==> config.mk <==
export PLATFORM = sky130hd
export DESIGN_NAME = nvsram_host
export DESIGN_NICKNAME = d
export VERILOG_FILES = /design/src/nvsram_host_pkg.sv /design/src/clock_image_mem.sv /design/src/nvsram_host.sv
export VERILOG_INCLUDE_DIRS = /design/src
export SDC_FILE = /design/constraint.sdc
export NUM_CORES = 1
export LEC_CHECK = 0
export BUFFER_PORTS_ARGS = -buffer_cell sky130_fd_sc_hd__buf_4
export CAP_MARGIN = 20
export CELL_PAD_IN_SITES_DETAIL_PLACEMENT = 2
export CELL_PAD_IN_SITES_GLOBAL_PLACEMENT = 2
export CORE_UTILIZATION = 34
export CTS_CLUSTER_DIAMETER = 40
export CTS_CLUSTER_SIZE = 28
export DETAILED_ROUTE_END_ITERATION = 10
export GPL_ROUTABILITY_DRIVEN = 0
export GPL_TIMING_DRIVEN = 1
export PLACE_DENSITY_LB_ADDON = 0.1
export SLEW_MARGIN = 20
export SYNTH_ARGS = -nofsm -noshare
export SYNTH_HDL_FRONTEND = slang
export SYNTH_SLANG_ARGS = --single-unit
==> constraint.sdc <==
create_clock -name ref_clk -period 7.9 [get_ports ref_clk]
set_input_delay 0.79 -clock ref_clk [delete_from_list [all_inputs] [get_ports ref_clk]]
set_output_delay 0.79 -clock ref_clk [all_outputs]
set_load 0.02 [all_outputs]
==> src/nvsram_host_regs.svh <==
/*
 Timing counts, pin widths and sequence constants for the NV SRAM host controller.
 Assumes a 40 MHz ref_clk; included by clock_image_mem and nvsram_host by bare name.
*/
`ifndef NVSRAM_HOST_REGS_SVH
`define NVSRAM_HOST_REGS_SVH
// Notes on behaviour
// - Host holds address through write cycle
// - Host waits write recovery before next cycle
// - Host keeps output enable high on writes
// - Host uses one scratch location
// - Eight 8-bit registers, whole bytes moved
`define ADDR_W 21
`define DATA_W 8
`define SCRATCH_LIMIT 21'h07FFFF
`define PATTERN_BITS 64
`define CLOCK_REGS 8
`define HOURS_MODE_BIT 7
`define HOURS_PM_BIT 5
`define CLK_PERIOD_NS 25
`define ADDRESS_ACCESS_TIME_NS 100
`define WRITE_PULSE_TIME_NS 75
`define WRITE_RECOVERY_TIME_NS 10
`define WRITE_OUTPUT_DISABLE_TIME_NS 40
`define ACCESS_CYC ((`ADDRESS_ACCESS_TIME_NS + `CLK_PERIOD_NS - 1) / `CLK_PERIOD_NS + 1)
`define WPULSE_CYC ((`WRITE_PULSE_TIME_NS + `CLK_PERIOD_NS - 1) / `CLK_PERIOD_NS)
`define RECOV_CYC ((`WRITE_RECOVERY_TIME_NS + `CLK_PERIOD_NS - 1) / `CLK_PERIOD_NS)
`define ODW_CYC ((`WRITE_OUTPUT_DISABLE_TIME_NS + `CLK_PERIOD_NS - 1) / `CLK_PERIOD_NS)
`endif

==> src/nvsram_host_pkg.sv <==
/*
 Types for the NV SRAM host controller.
 Assumes nvsram_host_regs.svh is on the include path.
*/
package nvsram_host_pkg;
	typedef enum logic [2:0] {
		ST_IDLE = 3'b000,
		ST_SETUP = 3'b001,
		ST_STROBE = 3'b011,
		ST_RECOVER = 3'b010,
		ST_DONE = 3'b110
	} bus_state_t;
	typedef enum logic [1:0] {
		OP_MEM_READ = 2'h0,
		OP_MEM_WRITE = 2'h1,
		OP_CLOCK_READ = 2'h2,
		OP_CLOCK_WRITE = 2'h3
	} host_op_t;
	typedef enum logic [1:0] {
		SEQ_NONE = 2'h0,
		SEQ_OPEN = 2'h1,
		SEQ_PATTERN = 2'h2,
		SEQ_XFER = 2'h3
	} seq_phase_t;
endpackage

==> src/clock_image_mem.sv <==
/*
 Eight-byte image of the timekeeper registers held by the host.
 Registered read data; one write port, one read port, same clock.
*/
`timescale 1ns/1ps
`include "nvsram_host_regs.svh"
module clock_image_mem #(
	parameter int DEPTH = `CLOCK_REGS
) (
	// Clock and reset
	input wire logic ref_clk,
	input wire logic rst,
	// Write port
	input wire logic wr_en,
	input wire logic [2:0] wr_idx,
	input wire logic [7:0] wr_data,
	// Read port
	input wire logic [2:0] rd_idx,
	output logic [7:0] rd_data_ff
);
	logic [7:0] mem_ff [DEPTH];
	logic [7:0] nxt_rd_data;
	if (DEPTH != 8) begin : g_bad_depth
		$error("clock_image_mem: depth must be 8");
	end
	always_comb begin
		nxt_rd_data = mem_ff[rd_idx];
	end
	always_ff @(posedge ref_clk or posedge rst) begin
		if (rst) begin
			rd_data_ff <= 8'h00;
		end else begin
			rd_data_ff <= nxt_rd_data;
		end
	end
	// No reset on the array: contents are defined by the caller before use
	always_ff @(posedge ref_clk) begin
		if (wr_en) begin
			mem_ff[wr_idx] <= wr_data;
		end
	end
endmodule

==> src/nvsram_host.sv <==
/*
 Host controller for an asynchronous byte-wide NV SRAM with a hidden timekeeper.
 Runs memory reads and writes, and the unlock/transfer sequence for the timekeeper:
 one read, 64 pattern writes on the serial bit lane, then 64 transfer cycles.
 Assumes the device pins are joined directly; the data bus is resolved outside.
*/
`timescale 1ns/1ps
`include "nvsram_host_regs.svh"
module nvsram_host
	import nvsram_host_pkg::*;
#(
	parameter logic [63:0] UNLOCK_PATTERN = 64'h5CA33AC55CA33AC5,
	parameter logic [20:0] SCRATCH_ADDR = 21'h000000,
	parameter int ACCESS_CYCLES = `ACCESS_CYC,
	parameter int PULSE_CYCLES = `WPULSE_CYC,
	parameter int RECOVER_CYCLES = `RECOV_CYC
) (
	// Clock and reset
	input wire logic ref_clk,
	input wire logic rst,
	// User request
	input wire logic req_valid,
	input wire host_op_t req_op,
	input wire logic [20:0] req_addr,
	input wire logic [7:0] req_wdata,
	input wire logic [63:0] clock_wdata,
	output logic req_ready_ff,
	output logic resp_valid_ff,
	output logic [7:0] resp_rdata_ff,
	output logic [63:0] clock_rdata_ff,
	output logic resp_blocked_ff,
	// Power-fail indication, asynchronous; synchronised inside
	input wire logic power_fail_threshold,
	// Device pins
	output logic chip_sel_n_ff,
	output logic write_en_n_ff,
	output logic out_en_n_ff,
	output logic [20:0] byte_address_lines_ff,
	input wire logic [7:0] data_in,
	output logic [7:0] data_out_ff,
	output logic data_oe_ff
);
	// Strobe counters are eight bits wide, so no count may exceed 256
	if (ACCESS_CYCLES < 1 || PULSE_CYCLES < 1 || RECOVER_CYCLES < 1 ||
		ACCESS_CYCLES > 256 || PULSE_CYCLES > 256 || RECOVER_CYCLES > 256) begin : g_bad_counts
		$error("nvsram_host: cycle counts must lie between 1 and 256");
	end
	if (SCRATCH_ADDR > `SCRATCH_LIMIT) begin : g_bad_scratch
		$error("nvsram_host: scratch address must be in the lowest 512 kB");
	end

	bus_state_t st_ff, nxt_st;
	seq_phase_t ph_ff, nxt_ph;
	host_op_t op_ff, nxt_op;
	logic [7:0] cnt_ff, nxt_cnt;
	logic [6:0] bit_ff, nxt_bit;
	logic [63:0] shift_ff, nxt_shift;
	logic [20:0] addr_ff, nxt_addr;
	logic [7:0] wdata_ff, nxt_wdata;
	logic is_write_ff, nxt_is_write;
	logic nxt_ready;
	logic nxt_cs_n, nxt_we_n, nxt_oe_n, nxt_dq_oe, nxt_valid, nxt_blocked;
	logic [7:0] nxt_dout, nxt_rdata;
	logic [63:0] nxt_crdata;
	logic img_wr;
	logic [7:0] img_rd;
	logic pf_meta_ff, pf_ff;

	// two-stage synchroniser; only the second stage is used
	always_ff @(posedge ref_clk or posedge rst) begin
		if (rst) begin
			pf_meta_ff <= 1'b1;
			pf_ff <= 1'b1;
		end else begin
			pf_meta_ff <= power_fail_threshold;
			pf_ff <= pf_meta_ff;
		end
	end

	// Each byte read in a transfer goes into the image at index bit_ff[5:3]; write transfers store the zero-filled shift_ff[63:56]; the read port is unused
	assign img_wr = (ph_ff == SEQ_XFER) && (st_ff == ST_DONE) && (bit_ff[2:0] == 3'h7);
	clock_image_mem #(.DEPTH(`CLOCK_REGS)) u_img (
		.ref_clk(ref_clk),
		.rst(rst),
		.wr_en(img_wr),
		.wr_idx(bit_ff[5:3]),
		.wr_data(shift_ff[63:56]),
		.rd_idx(3'h0),
		.rd_data_ff(img_rd)
	);

	always_comb begin
		nxt_st = st_ff;
		nxt_ph = ph_ff;
		nxt_op = op_ff;
		nxt_cnt = cnt_ff;
		nxt_bit = bit_ff;
		nxt_shift = shift_ff;
		nxt_addr = addr_ff;
		nxt_wdata = wdata_ff;
		nxt_is_write = is_write_ff;
		nxt_ready = 1'b0;
		nxt_cs_n = chip_sel_n_ff;
		nxt_we_n = write_en_n_ff;
		nxt_oe_n = out_en_n_ff;
		nxt_dq_oe = data_oe_ff;
		nxt_dout = data_out_ff;
		nxt_valid = 1'b0;
		nxt_blocked = resp_blocked_ff;
		nxt_rdata = resp_rdata_ff;
		nxt_crdata = clock_rdata_ff;
		case (st_ff)
			ST_IDLE: begin
				nxt_ready = 1'b1;
				if (req_valid && req_ready_ff) begin
					nxt_ready = 1'b0;
					nxt_op = req_op;
					if (pf_ff) begin
						// no pin activity while power is failing
						nxt_valid = 1'b1;
						nxt_blocked = 1'b1;
					end else begin
						nxt_blocked = 1'b0;
						nxt_st = ST_SETUP;
						nxt_cnt = 8'h00;
						if (req_op == OP_MEM_READ || req_op == OP_MEM_WRITE) begin
							nxt_ph = SEQ_NONE;
							nxt_addr = req_addr;
							nxt_wdata = req_wdata;
							nxt_is_write = (req_op == OP_MEM_WRITE);
						end else begin
							// opening read restarts the device pointer
							nxt_ph = SEQ_OPEN;
							nxt_addr = SCRATCH_ADDR;
							nxt_is_write = 1'b0;
							nxt_shift = clock_wdata;
						end
					end
				end
			end
			ST_SETUP: begin
				// address set one cycle before select, held to the end
				nxt_cs_n = 1'b0;
				nxt_cnt = 8'h00;
				if (is_write_ff) begin
					nxt_oe_n = 1'b1;
					nxt_we_n = 1'b0;
					nxt_dq_oe = 1'b1;
				end else begin
					nxt_oe_n = 1'b0;
					nxt_we_n = 1'b1;
					nxt_dq_oe = 1'b0;
				end
				nxt_st = ST_STROBE;
			end
			ST_STROBE: begin
				nxt_cnt = cnt_ff + 8'h01;
				if ({24'h0, cnt_ff} + 32'd1 >= (is_write_ff ? PULSE_CYCLES : ACCESS_CYCLES)) begin
					// chip select and whichever strobe is low (write or output enable) rise together, ending the read or write
					nxt_we_n = 1'b1;
					nxt_cs_n = 1'b1;
					nxt_oe_n = 1'b1;
					nxt_cnt = 8'h00;
					if (!is_write_ff) begin
						nxt_rdata = data_in;
						if (ph_ff == SEQ_XFER)
							nxt_shift = {data_in[0], shift_ff[63:1]};
					end
					nxt_st = ST_RECOVER;
				end
			end
			ST_RECOVER: begin
				nxt_dq_oe = 1'b0;
				nxt_cnt = cnt_ff + 8'h01;
				if ({24'h0, cnt_ff} + 32'd1 >= RECOVER_CYCLES) begin
					nxt_st = ST_DONE;
				end
			end
			ST_DONE: begin
				nxt_st = ST_SETUP;
				case (ph_ff)
					SEQ_NONE: begin
						nxt_st = ST_IDLE;
						nxt_valid = 1'b1;
					end
					SEQ_OPEN: begin
						// pattern bits go out LSB first
						nxt_ph = SEQ_PATTERN;
						nxt_bit = 7'h00;
						nxt_is_write = 1'b1;
						nxt_dout = {7'h00, UNLOCK_PATTERN[0]};
					end
					SEQ_PATTERN: begin
						if (bit_ff == 7'd63) begin
							// switch to transfer after the 64th write
							nxt_ph = SEQ_XFER;
							nxt_bit = 7'h00;
							nxt_is_write = (op_ff == OP_CLOCK_WRITE);
							nxt_dout = {7'h00, shift_ff[0]};
						end else begin
							nxt_bit = bit_ff + 7'h01;
							nxt_dout = {7'h00, UNLOCK_PATTERN[nxt_bit[5:0]]};
						end
					end
					default: begin
						// 64 bits, eight whole bytes, cut short only by power fail
						if (is_write_ff)
							nxt_shift = {1'b0, shift_ff[63:1]};
						if (bit_ff == 7'd63) begin
							nxt_st = ST_IDLE;
							nxt_valid = 1'b1;
							nxt_ph = SEQ_NONE;
							if (!is_write_ff)
								nxt_crdata = shift_ff;
						end else begin
							nxt_bit = bit_ff + 7'h01;
							nxt_dout = {7'h00, shift_ff[1]};
						end
					end
				endcase
				if (ph_ff == SEQ_NONE && is_write_ff)
					nxt_dout = wdata_ff;
				if (pf_ff && ph_ff != SEQ_NONE) begin
					// abandon the sequence; device ignores it anyway
					nxt_st = ST_IDLE;
					nxt_valid = 1'b1;
					nxt_blocked = 1'b1;
					nxt_ph = SEQ_NONE;
				end
			end
			default: begin
				nxt_st = ST_IDLE;
			end
		endcase
		if (st_ff == ST_IDLE && nxt_st == ST_SETUP && req_op == OP_MEM_WRITE)
			nxt_dout = req_wdata;
	end

	always_ff @(posedge ref_clk or posedge rst) begin
		if (rst) begin
			st_ff <= ST_IDLE;
			ph_ff <= SEQ_NONE;
			op_ff <= OP_MEM_READ;
			cnt_ff <= 8'h00;
			bit_ff <= 7'h00;
			shift_ff <= 64'h0;
			addr_ff <= 21'h000000;
			wdata_ff <= 8'h00;
			is_write_ff <= 1'b0;
			req_ready_ff <= 1'b0;
			chip_sel_n_ff <= 1'b1;
			write_en_n_ff <= 1'b1;
			out_en_n_ff <= 1'b1;
			data_oe_ff <= 1'b0;
			data_out_ff <= 8'h00;
			resp_valid_ff <= 1'b0;
			resp_blocked_ff <= 1'b0;
			resp_rdata_ff <= 8'h00;
			clock_rdata_ff <= 64'h0;
		end else begin
			st_ff <= nxt_st;
			ph_ff <= nxt_ph;
			op_ff <= nxt_op;
			cnt_ff <= nxt_cnt;
			bit_ff <= nxt_bit;
			shift_ff <= nxt_shift;
			addr_ff <= nxt_addr;
			wdata_ff <= nxt_wdata;
			is_write_ff <= nxt_is_write;
			req_ready_ff <= nxt_ready;
			chip_sel_n_ff <= nxt_cs_n;
			write_en_n_ff <= nxt_we_n;
			out_en_n_ff <= nxt_oe_n;
			data_oe_ff <= nxt_dq_oe;
			data_out_ff <= nxt_dout;
			resp_valid_ff <= nxt_valid;
			resp_blocked_ff <= nxt_blocked;
			resp_rdata_ff <= nxt_rdata;
			clock_rdata_ff <= nxt_crdata;
		end
	end

	assign byte_address_lines_ff = addr_ff;
	logic unused_img;
	assign unused_img = ^img_rd;
endmodule

==> results.json, run 1 <==
{
  "status": "completed",
  "setup_viol": 0,
  "cts_root_buffer": "clkbuf_16",
  "clock_path_buffers": 3,
  "grt_max_degree": 133,
  "fmax_mhz": 302.6,
  "r2r_start": "cnt_ff[1]$_DFFE_PP0P_",
  "required_ns": 8.23,
  "synth_top_area_frac": 0.5360,
  "grt.total_usage": 0.2024,
  "avgViaCountPerCell": 5.115,
  "synth_area_um2": 9338,
  "cts_resized": 0,
  "seq_area_um2": 5136,
  "final.min_clock_period_ns": 3.305,
  "antenna_cells": 0,
  "tightest_slew_ns": 1.003,
  "critPathMaxStageDelay_ns": 0.60,
  "start_util": 0.3465,
  "die_h_um": 167.7,
  "htree_levels": 2,
  "synthTopCellsByArea": "dfrtp_1 54%, mux2_2 10%, mux2i_1 7.0%",
  "setup_tns_ns": 0,
  "slew_headroom": 0.3315,
  "clk_latency_ns": 0.51,
  "synthArstFlopShare": 1.000,
  "ant_nets": 0,
  "portBuffers": 214,
  "vias": 7238,
  "routed_wirelength_um": 27870,
  "synth_area_leader_cell": "dfrtp_1",
  "core_area_um2": 26950,
  "ctsHoldBuffers": 0,
  "rsz0062_at_grt": "false",
  "vdd_drop_max_v": 0.0001384,
  "cts.sink_count": 205,
  "startpoint": "cnt_ff[1]$_DFFE_PP0P_",
  "synth-edff-count": 0,
  "finalHoldViolations": 0,
  "cp-start-kind": "flip-flop",
  "antenna_found_initial": 0,
  "slew_violations": 0,
  "fin_nets": 1165,
  "power_leakage_uw": 0.006022,
  "ys_types": 55,
  "die_w_um": 167.7,
  "finalClockSkew_ns": 0.02069,
  "utilization": 0.4579,
  "cp_max_fo": 128,
  "detailed_place_hpwl_um": 18110,
  "ys_ff_latch": 205,
  "cts_tree": "built",
  "overflow": 0,
  "dr.first_iter.drc_count": 276,
  "min_from": "pf_meta_ff$_DFF_PP1_",
  "wire_per_inst_um": 19.70,
  "io_pins": 215,
  "area_growth_pct": 32.17,
  "path_clk_slew_ns": 0.05,
  "drive_gt1_frac": 0.3492,
  "cp_data_arrival_time_ns": 3.63,
  "first_pass_iters": 4,
  "postSynthAreaPerCell_um2": 11.10,
  "yosysSeqAreaShare": 0.5500,
  "worst_setup_path_end_kind": "flip-flop",
  "rows": 60,
  "period_share": 0.4183,
  "grt_pass1_wl_um": 45200,
  "fill_cells": 2785,
  "powerDensity_nw_per_um2": 349.5,
  "cp_slowest_cell": "buf_6",
  "holdWs_ns": 0.3638,
  "post-cts-setup-buffers": 0,
  "synth_nets": 957,
  "ys_warn_count": 0,
  "min_path_type": "flip-flop to flip-flop",
  "netlist_instances": 841,
  "max_cap_violations": 0,
  "drc_errors": 0,
  "criticalPathCategory": "flip-flop to flip-flop",
  "die-area_um2": 28130,
  "cpMostUsedCell": "ha_1",
  "multi_input_area_um2": 3885,
  "cp_cell_sequence": "ha_1 > xor2_1 > ha_1 > nor3b_1 > a311oi_2 > o211ai_1 > o21ai_4 > buf_6 > o21ai_0",
  "numCtsBuffers": 36,
  "ys.flop_type": "dfrtp_1",
  "grt_pass1_vias": 8090
}
cells in the final DEF (no fill, tap or decap), types with 3 or more instances in the layout:
cell type / synthesis / layout
o211ai_1: 4 / 4
a21boi_0: 3 / 3
buf_4: 2 / 217
or3_1: 4 / 4
ha_1: 9 / 9
mux2_2: 83 / 83
o22ai_1: 4 / 4
and3_1: 3 / 3
o21ai_1: 8 / 7
dfrtp_1: 200 / 200
a22oi_1: 7 / 7
nand4_1: 6 / 6
clkbuf_1: 12 / 8
clkbuf_8: 0 / 5
nor3_1: 4 / 4
dfstp_2: 5 / 5
nand3_1: 16 / 16
nand3b_1: 23 / 23
nand2b_1: 3 / 3
nor2_1: 22 / 22
clkinvlp_4: 0 / 4
and3b_1: 3 / 3
a21o_1: 6 / 6
mux2i_1: 65 / 65
nand2_1: 138 / 137
nor3b_1: 5 / 5
o21ai_0: 97 / 97
a311oi_1: 4 / 4
inv_1: 21 / 20
clkbuf_16: 0 / 38
a21oi_1: 18 / 18
a31oi_1: 4 / 4
clkinv_2: 0 / 3
per-layer routing:
layer,vias up,track usage,part of all wire
met5,-,0,0
met4,0,0.04787,0.015
met3,38,0.05200,0.056
met2,163,0.3313,0.48
met1,3664,0.2674,0.44
li1,3373,-,-
synthesized netlist by cell type, types with 5 or more instances:
library cell and n:
a22oi_1 7, o21ai_0 97, nand4_1 6, nand3_1 16, ha_1 9, dfrtp_1 200, nand2_1 138, o21ai_1 8
dfstp_2 5, nor2_1 22, a21oi_1 18, a21o_1 6, buf_2 24, buf_6 5, clkbuf_1 12, mux2_2 83
mux2i_1 65, nand3b_1 23, nor3b_1 5, clkbuf_2 5, inv_1 21
worst paths after layout:
kind,slack [ns],cells past startpoint,to
setup / recovery,4.60,9,shift_ff[61]$_DFFE_PP0P_
hold / removal,0.36,0,pf_ff$_DFF_PP1_
setup reg to reg,4.60,9,shift_ff[61]$_DFFE_PP0P_
hold reg to reg,0.36,0,pf_ff$_DFF_PP1_
max in group asynchronous,5.88,3,clock_rdata_ff[23]$_DFFE_PP0P_
min in group asynchronous,0.49,2,byte_address_lines_ff[8]$_DFFE_PP0P_
flip-flops by register name, summed over array words and instances, names as in the netlist, 2 cells and up:
| name | flops |
|---|---|
| cnt_ff | 8 |
| byte_address_lines_ff | 21 |
| bit_ff | 7 |
| data_out_ff | 8 |
| resp_rdata_ff | 8 |
| op_ff | 2 |
| wdata_ff | 8 |
| shift_ff | 64 |
| ph_ff | 2 |
| clock_rdata_ff | 64 |
| st_ff | 3 |
where the power goes:
part	switching [µW]	total [µW]	internal (µW)
Sequential	294	1650	1360
Combinational	678	1170	492
Clock	531	1490	959
Total	1500	4310	2810
cells by family after synthesis:
logic type	share of synthesized area
AOI/OAI and AO/OA	0.1052
xor gates and xnor gates	0.002814
adders and majority gates	0.01206
buffers and inverters	0.03645
DFF	0.5500
muxes	0.1714
and+or+nand+nor	0.1221
per-stage QoR:
step                std cells  total power [µW]  setup slack (ns)  area, µm²
finish                   1415              4314             4.595      12340
global route             1415              4587             4.241      12340
CTS                      1415              4390             4.246      12340
detailed placement       1352              2842             4.302      11170
global placement         1352              2780             4.486      11170
floorplan                 841              2384             1.523       9338
worst max-delay path, delay by kind of cell, from the launching register on:
family	cells	cell delay [ns]
simple gates	1	0.16
compound gates	4	0.99
fa+ha+maj	2	0.59
flops	1	0.47
buf+inv	1	0.60
xor+xnor	1	0.23
cell type report:
cell class	count	area share
Inverter	21	0.006995
Sequential cell	205	0.4162
Clock buffer	51	0.08506
Tap cell	341	0.03457
Timing Repair Buffer	218	0.1329
Clock inverter	12	0.009530
Multi-Input combinational cell	567	0.3148
Note: power is estimated with default switching activity, not from simulation.
==> inputs of run 2 (changes only) <==
==> constraint.sdc (replaced) <==
create_clock -name ref_clk -period 3.05 [get_ports ref_clk]
set_input_delay 0.305 -clock ref_clk [delete_from_list [all_inputs] [get_ports ref_clk]]
set_output_delay 0.305 -clock ref_clk [all_outputs]
set_load 0.02 [all_outputs]
==> results.json, run 2 (synthesis gave the netlist of run 1 again) <==
{
  "detailed_place_hpwl_um": 18650,
  "setup_tns_ns": 0,
  "cp_slowest_cell": "dfrtp_2",
  "utilization": 0.4762,
  "worst_setup_path_end_kind": "flip-flop",
  "switching_power_uw": 4110,
  "avgViaCountPerCell": 5.110,
  "first_pass_iters": 4,
  "fin_nets": 1193,
  "finalClockSkew_ns": 0.01974,
  "criticalPathCategory": "flip-flop to flip-flop",
  "finalHoldViolations": 0,
  "critPathMaxStageDelay_ns": 0.46,
  "share_clk_of_total_power": 0.373,
  "cts_tree": "built",
  "intPower_uw": 7819,
  "powerDensity_nw_per_um2": 929.4,
  "cp_max_fo": 44,
  "clock_path_buffers": 3,
  "area_growth_pct": 37.45,
  "required_ns": 3.44,
  "max_cap_violations": 0,
  "drc_errors": 0,
  "rows": 60,
  "drive_gt1_frac": 0.3713,
  "grt_pass1_wl_um": 46270,
  "start_util": 0.3465,
  "layout_common_cells": "229 x buf_4, 199 x dfrtp_1, 137 x nand2_1",
  "numCtsBuffers": 40,
  "p_comb_frac": 0.273,
  "path_clk_slew_ns": 0.05,
  "p_total_uw": 11930,
  "slew_violations": 0,
  "grt_pass1_vias": 8272,
  "cpMostUsedCell": "ha_1",
  "grt.total_usage": 0.2084,
  "die-area_um2": 28130,
  "critPathTopFamily": "compound AO/OA/AOI/OAI gates",
  "final.min_clock_period_ns": 2.857,
  "die_h_um": 167.7,
  "fill_cells": 2736,
  "min_path_type": "input port to flip-flop",
  "grt_max_degree": 92,
  "use_met2": 0.3462,
  "rsz0062_at_grt": "false",
  "clk_latency_ns": 0.52,
  "htree_levels": 2,
  "period_share": 0.9366,
  "die_w_um": 167.7,
  "final_common_cell": "buf_4",
  "power_leakage_uw": 0.006260,
  "fmax_mhz": 350.1,
  "cp_num_buf_inv": 2,
  "status": "completed",
  "cts_root_buffer": "clkbuf_16",
  "routed_wirelength_um": 29010,
  "wire_per_inst_um": 20.02,
  "pwr-share-seq": 0.354,
  "vias": 7405,
  "grtUsageMet3": 0.05696,
  "cts.sink_count": 205,
  "dr.first_iter.drc_count": 327,
  "vdd_drop_max_v": 0.0004246,
  "met1_usage": 0.2675,
  "setup_viol": 0,
  "ant_nets": 0,
  "core_area_um2": 26950,
  "portBuffers": 214,
  "grt_busiest_layer": "met2",
  "slew_headroom": 0.5696,
  "tightest_slew_ns": 0.6407,
  "overflow": 0,
  "cp-start-kind": "flip-flop",
  "antenna_found_initial": 1,
  "io_pins": 215,
  "cp_cell_sequence": "ha_1 > xor2_1 > ha_1 > nor3b_1 > a311oi_2 > o211ai_1 > o21ai_4 > buf_12 > buf_8 > o21ai_0",
  "cp_data_arrival_time_ns": 3.24,
  "power_switching_share": 0.3446
}
run 2: per-layer routing:
metal  part of all wire  wire [µm]
met5                  0          0
met4              0.016        455
met3              0.056       1615
met2               0.49      14100
met1               0.44      12850
run 2: area by class of cell:
class / count / area (µm²) / area share
diodes: 1 / 2.502 / 0.0001950
clock buffers: 48 / 1102 / 0.08588
clock inverters: 24 / 267.8 / 0.02086
inverters: 21 / 82.58 / 0.006434
multi-input cells: 567 / 3885 / 0.3027
flip-flops and latches: 205 / 5137 / 0.4003
well taps: 341 / 426.7 / 0.03324
repair buffers: 242 / 1931 / 0.1504
run 2: final timing paths:
kind | start | slack (ns) | to | cells after the start
worst max register to register | cnt_ff[0]$_DFFE_PP0P_ | 0.19 | shift_ff[11]$_DFFE_PP0P_ | 10
max in group asynchronous | rst | 2.07 | byte_address_lines_ff[1]$_DFFE_PP0P_ | 4
worst max-delay path | cnt_ff[0]$_DFFE_PP0P_ | 0.19 | shift_ff[11]$_DFFE_PP0P_ | 10
worst min-delay path | req_wdata[6] | 0.02 | data_out_ff[6]$_DFFE_PP0P_ | 3
worst min register to register | pf_meta_ff$_DFF_PP1_ | 0.36 | pf_ff$_DFF_PP1_ | 0
min in group asynchronous | rst | 0.49 | shift_ff[18]$_DFFE_PP0P_ | 4
run 2: worst register-to-register path: stages, from the launching register on:
cell and delay [ns]:
dfrtp_2 0.46, ha_1 0.30, xor2_1 0.21, ha_1 0.28, nor3b_1 0.16, a311oi_2 0.32, o211ai_1 0.22, o21ai_4 0.21
buf_12 0.15, buf_8 0.27, o21ai_0 0.16
run 2: power groups by stage:
stage / Clock [µW] / Sequential (µW) / Combinational (µW)
after CTS: 4540 / 4230 / 3300
final: 4450 / 4220 / 3260
after floorplan: 0 / 4280 / 1890
after global placement: 0 / 4210 / 3100
after global routing: 4680 / 4340 / 3640
after detailed placement: 0 / 4250 / 3240
run 2: metrics by stage:
| stage | cells | setup slack, ns | cell area (µm²) | hold WS, ns |
|---|---|---|---|---|
| 2_1_floorplan | 841 | 0.09081 | 9341 | 0.3095 |
| 3_3_place_gp | 1369 | 0.2442 | 11370 | 0.3475 |
| 3_5_place_dp | 1369 | 0.1507 | 11370 | 0.3488 |
| 4_1_cts | 1445 | 0.06420 | 12780 | 0.006199 |
| 5_1_grt | 1448 | 0.001177 | 12830 | 0.004987 |
| 6_report | 1449 | 0.1934 | 12830 | 0.01841 |
run 2: repair_timing:
action,CTS,global route
resized for setup,0,4
buffers inserted,0,1
setup endpoints to repair,0,46
hold buffers,4,0
hold endpoints to repair,31,0
==> inputs of run 3 (changes only) <==
--- a/config.mk
+++ b/config.mk
@@ -6,11 +6,12 @@
 export SDC_FILE = /design/constraint.sdc
 export NUM_CORES = 1
 export LEC_CHECK = 0
+export ABC_AREA = 1
 export BUFFER_PORTS_ARGS = -buffer_cell sky130_fd_sc_hd__buf_4
 export CAP_MARGIN = 20
 export CELL_PAD_IN_SITES_DETAIL_PLACEMENT = 2
 export CELL_PAD_IN_SITES_GLOBAL_PLACEMENT = 2
-export CORE_UTILIZATION = 34
+export CORE_UTILIZATION = 32
 export CTS_CLUSTER_DIAMETER = 40
 export CTS_CLUSTER_SIZE = 28
 export DETAILED_ROUTE_END_ITERATION = 10
==> constraint.sdc (replaced) <==
create_clock -name ref_clk -period 3.05 [get_ports ref_clk]
set_input_delay 0.4575 -clock ref_clk [delete_from_list [all_inputs] [get_ports ref_clk]]
set_output_delay 0.4575 -clock ref_clk [all_outputs]
set_load 0.02 [all_outputs]
==> results.json, run 3 <==
{
  "r2r_start": "cnt_ff[1]$_DFFE_PP0P_",
  "synth_nets": 1163,
  "min_path_type": "input port to flip-flop",
  "vias": 8073,
  "ant_nets": 0,
  "rsz0062_at_grt": "false",
  "synthTopCellsByArea": "dfrtp_1 53%, nand2_1 12%, o21ai_0 8.3%",
  "criticalPathCategory": "flip-flop to flip-flop",
  "first_pass_iters": 4,
  "synth_area_leader_cell": "dfrtp_1",
  "synth_common_cells": "289 x nand2_1, 200 x dfrtp_1, 155 x o21ai_0, 110 x inv_1, 63 x o21ai_2",
  "cts_root_buffer": "clkbuf_16",
  "setup_viol": 0,
  "synthArstFlopShare": 1.000,
  "vdd_drop_max_v": 0.0004223,
  "die-area_um2": 29970,
  "power_switching_share": 0.3576,
  "synth_top_area_frac": 0.5342,
  "final_common_cell": "nand2_1",
  "avgViaCountPerCell": 4.800,
  "cts_resized": 0,
  "max_cap_violations": 0,
  "cp-start-kind": "flip-flop",
  "grt_pass1_wl_um": 47780,
  "ys.flop_type": "dfrtp_1",
  "netlist_instances": 1047,
  "antenna_found_initial": 2,
  "share_clk_of_total_power": 0.362,
  "tightest_slew_ns": 0.7504,
  "synth-edff-count": 0,
  "ys_warn_count": 0,
  "cp_cell_sequence": "ha_1 > xor2_1 > ha_1 > nand2_1 > nand2_1 > nor2_1 > nand3_2 > nand2_1 > inv_6 > buf_12 > nand2_1 > o21ai_2",
  "htree_levels": 2,
  "cp_slowest_cell": "dfrtp_1",
  "path_clk_slew_ns": 0.05,
  "ys_types": 31,
  "die_w_um": 173.1,
  "grt_pass1_vias": 8928,
  "intPower_uw": 8337,
  "required_ns": 3.44,
  "wire_per_inst_um": 17.06,
  "pwr-share-seq": 0.299,
  "grt_max_degree": 129,
  "cp_max_fo": 47,
  "synth_area_um2": 9369,
  "start_util": 0.3255,
  "cts.sink_count": 205,
  "design_area_um2": 12840,
  "fmax_mhz": 405.9,
  "dp_slack_ns": 0.5726,
  "core_area_um2": 28780,
  "finalClockSkew_ns": 0.01373,
  "routed_wirelength_um": 28690,
  "cp_data_arrival_time_ns": 2.86,
  "rows": 62,
  "startpoint": "cnt_ff[1]$_DFFE_PP0P_",
  "switching_power_uw": 4641,
  "min_from": "power_fail_threshold",
  "yosysSeqAreaShare": 0.5482,
  "dr.first_iter.drc_count": 338,
  "post-cts-setup-buffers": 0,
  "fin_nets": 1383,
  "portBuffers": 214,
  "place_area_um2": 11400,
  "detailed_place_hpwl_um": 19510,
  "p_comb_frac": 0.339,
  "slew_violations": 0,
  "overflow": 0,
  "numCtsBuffers": 39,
  "worst_setup_path_end_kind": "flip-flop",
  "critPathTopFamily": "simple AND/OR/NAND/NOR gates",
  "cp_num_buf_inv": 2,
  "ys_ff_latch": 205,
  "cts_tree": "built",
  "die_h_um": 173.1,
  "powerDensity_nw_per_um2": 1011,
  "yosysMostFrequentCell": "nand2_1",
  "cpMostUsedCell": "nand2_1",
  "ctsHoldBuffers": 0,
  "postSynthAreaPerCell_um2": 8.948,
  "power_leakage_uw": 0.006380,
  "slew_headroom": 0.4987,
  "setup_ws_ns": 0.5866,
  "clk_latency_ns": 0.51,
  "finalHoldViolations": 0,
  "final.min_clock_period_ns": 2.463,
  "io_pins": 215,
  "status": "completed",
  "layout_common_cells": "289 x nand2_1, 219 x buf_4, 200 x dfrtp_1",
  "area_growth_pct": 37.02,
  "drc_errors": 0,
  "drive_gt1_frac": 0.3063,
  "critPathMaxStageDelay_ns": 0.41,
  "clock_path_buffers": 3,
  "period_share": 0.8077,
  "grt.total_usage": 0.1969
}
[run 3: metrics by stage]
stage | total power (µW) | TNS [ns] | utilization | hold WS, ns | std cells
3_3_place_gp | 8167 | 0 | 0.3962 | 0.3504 | 1610
3_5_place_dp | 8381 | 0 | 0.3962 | 0.3548 | 1610
6_report | 12980 | 0 | 0.4460 | 0.06401 | 1682
2_1_floorplan | 7136 | -12.34 | - | 0.3452 | 1047
5_1_grt | 13840 | 0 | 0.4459 | 0.04521 | 1680
4_1_cts | 13230 | 0 | 0.4459 | 0.04329 | 1680
[run 3: layer usage]
metal | track usage | wire length (µm)
met4 | 0.06268 | 699
met5 | 0 | 0
met3 | 0.04947 | 1550
met1 | 0.2419 | 12120
met2 | 0.3380 | 14320
[run 3: worst reg2reg max path: cells and delay by family (launching register included)]
kind	cells	cell delay (ns)
DFF	1	0.41
buffers and inverters	2	0.46
xor gates and xnor gates	1	0.26
AOI/OAI and AO/OA	1	0.06
adders and majority gates	2	0.53
and+or+nand+nor	6	0.65
[run 3: layout make-up]
cell class | count | area [µm²]
clock buffer | 51 | 1094
sequential | 205 | 5136
antenna | 2 | 5.005
timing repair buffer | 228 | 1824
inverter | 112 | 429.2
tap | 384 | 480.5
multi-input combinational | 681 | 3533
clock inverter | 19 | 335.3
fill | 3092 | 15940
[run 3: path summary, 6_finish.rpt]
path | endpoint | slack [ns] | cells past startpoint
min in group asynchronous | shift_ff[13]$_DFFE_PP0P_ | 0.08 | 2
hold / removal | pf_meta_ff$_DFF_PP1_ | 0.06 | 1
max in group asynchronous | clock_rdata_ff[43]$_DFFE_PP0P_ | 2.22 | 3
hold reg to reg | pf_ff$_DFF_PP1_ | 0.36 | 0
setup reg to reg | shift_ff[38]$_DFFE_PP0P_ | 0.59 | 12
setup / recovery | shift_ff[38]$_DFFE_PP0P_ | 0.59 | 12
[run 3: logic make-up after synthesis]
| kind of cell | after synthesis | synth area share |
|---|---|---|
| buf+inv | 161 | 0.07706 |
| xor+xnor | 2 | 0.001870 |
| simple gates | 399 | 0.1790 |
| flops | 205 | 0.5482 |
| fa+ha+maj | 9 | 0.01202 |
| compound gates | 271 | 0.1819 |
[run 3: power groups by stage]
stage | logic [µW] | clock network [µW] | registers (µW)
floorplan | 3050 | 0 | 4090
global placement | 4300 | 0 | 3870
detailed placement | 4460 | 0 | 3920
CTS | 4520 | 4820 | 3890
global route | 4940 | 4930 | 3970
finish | 4400 | 4700 | 3880
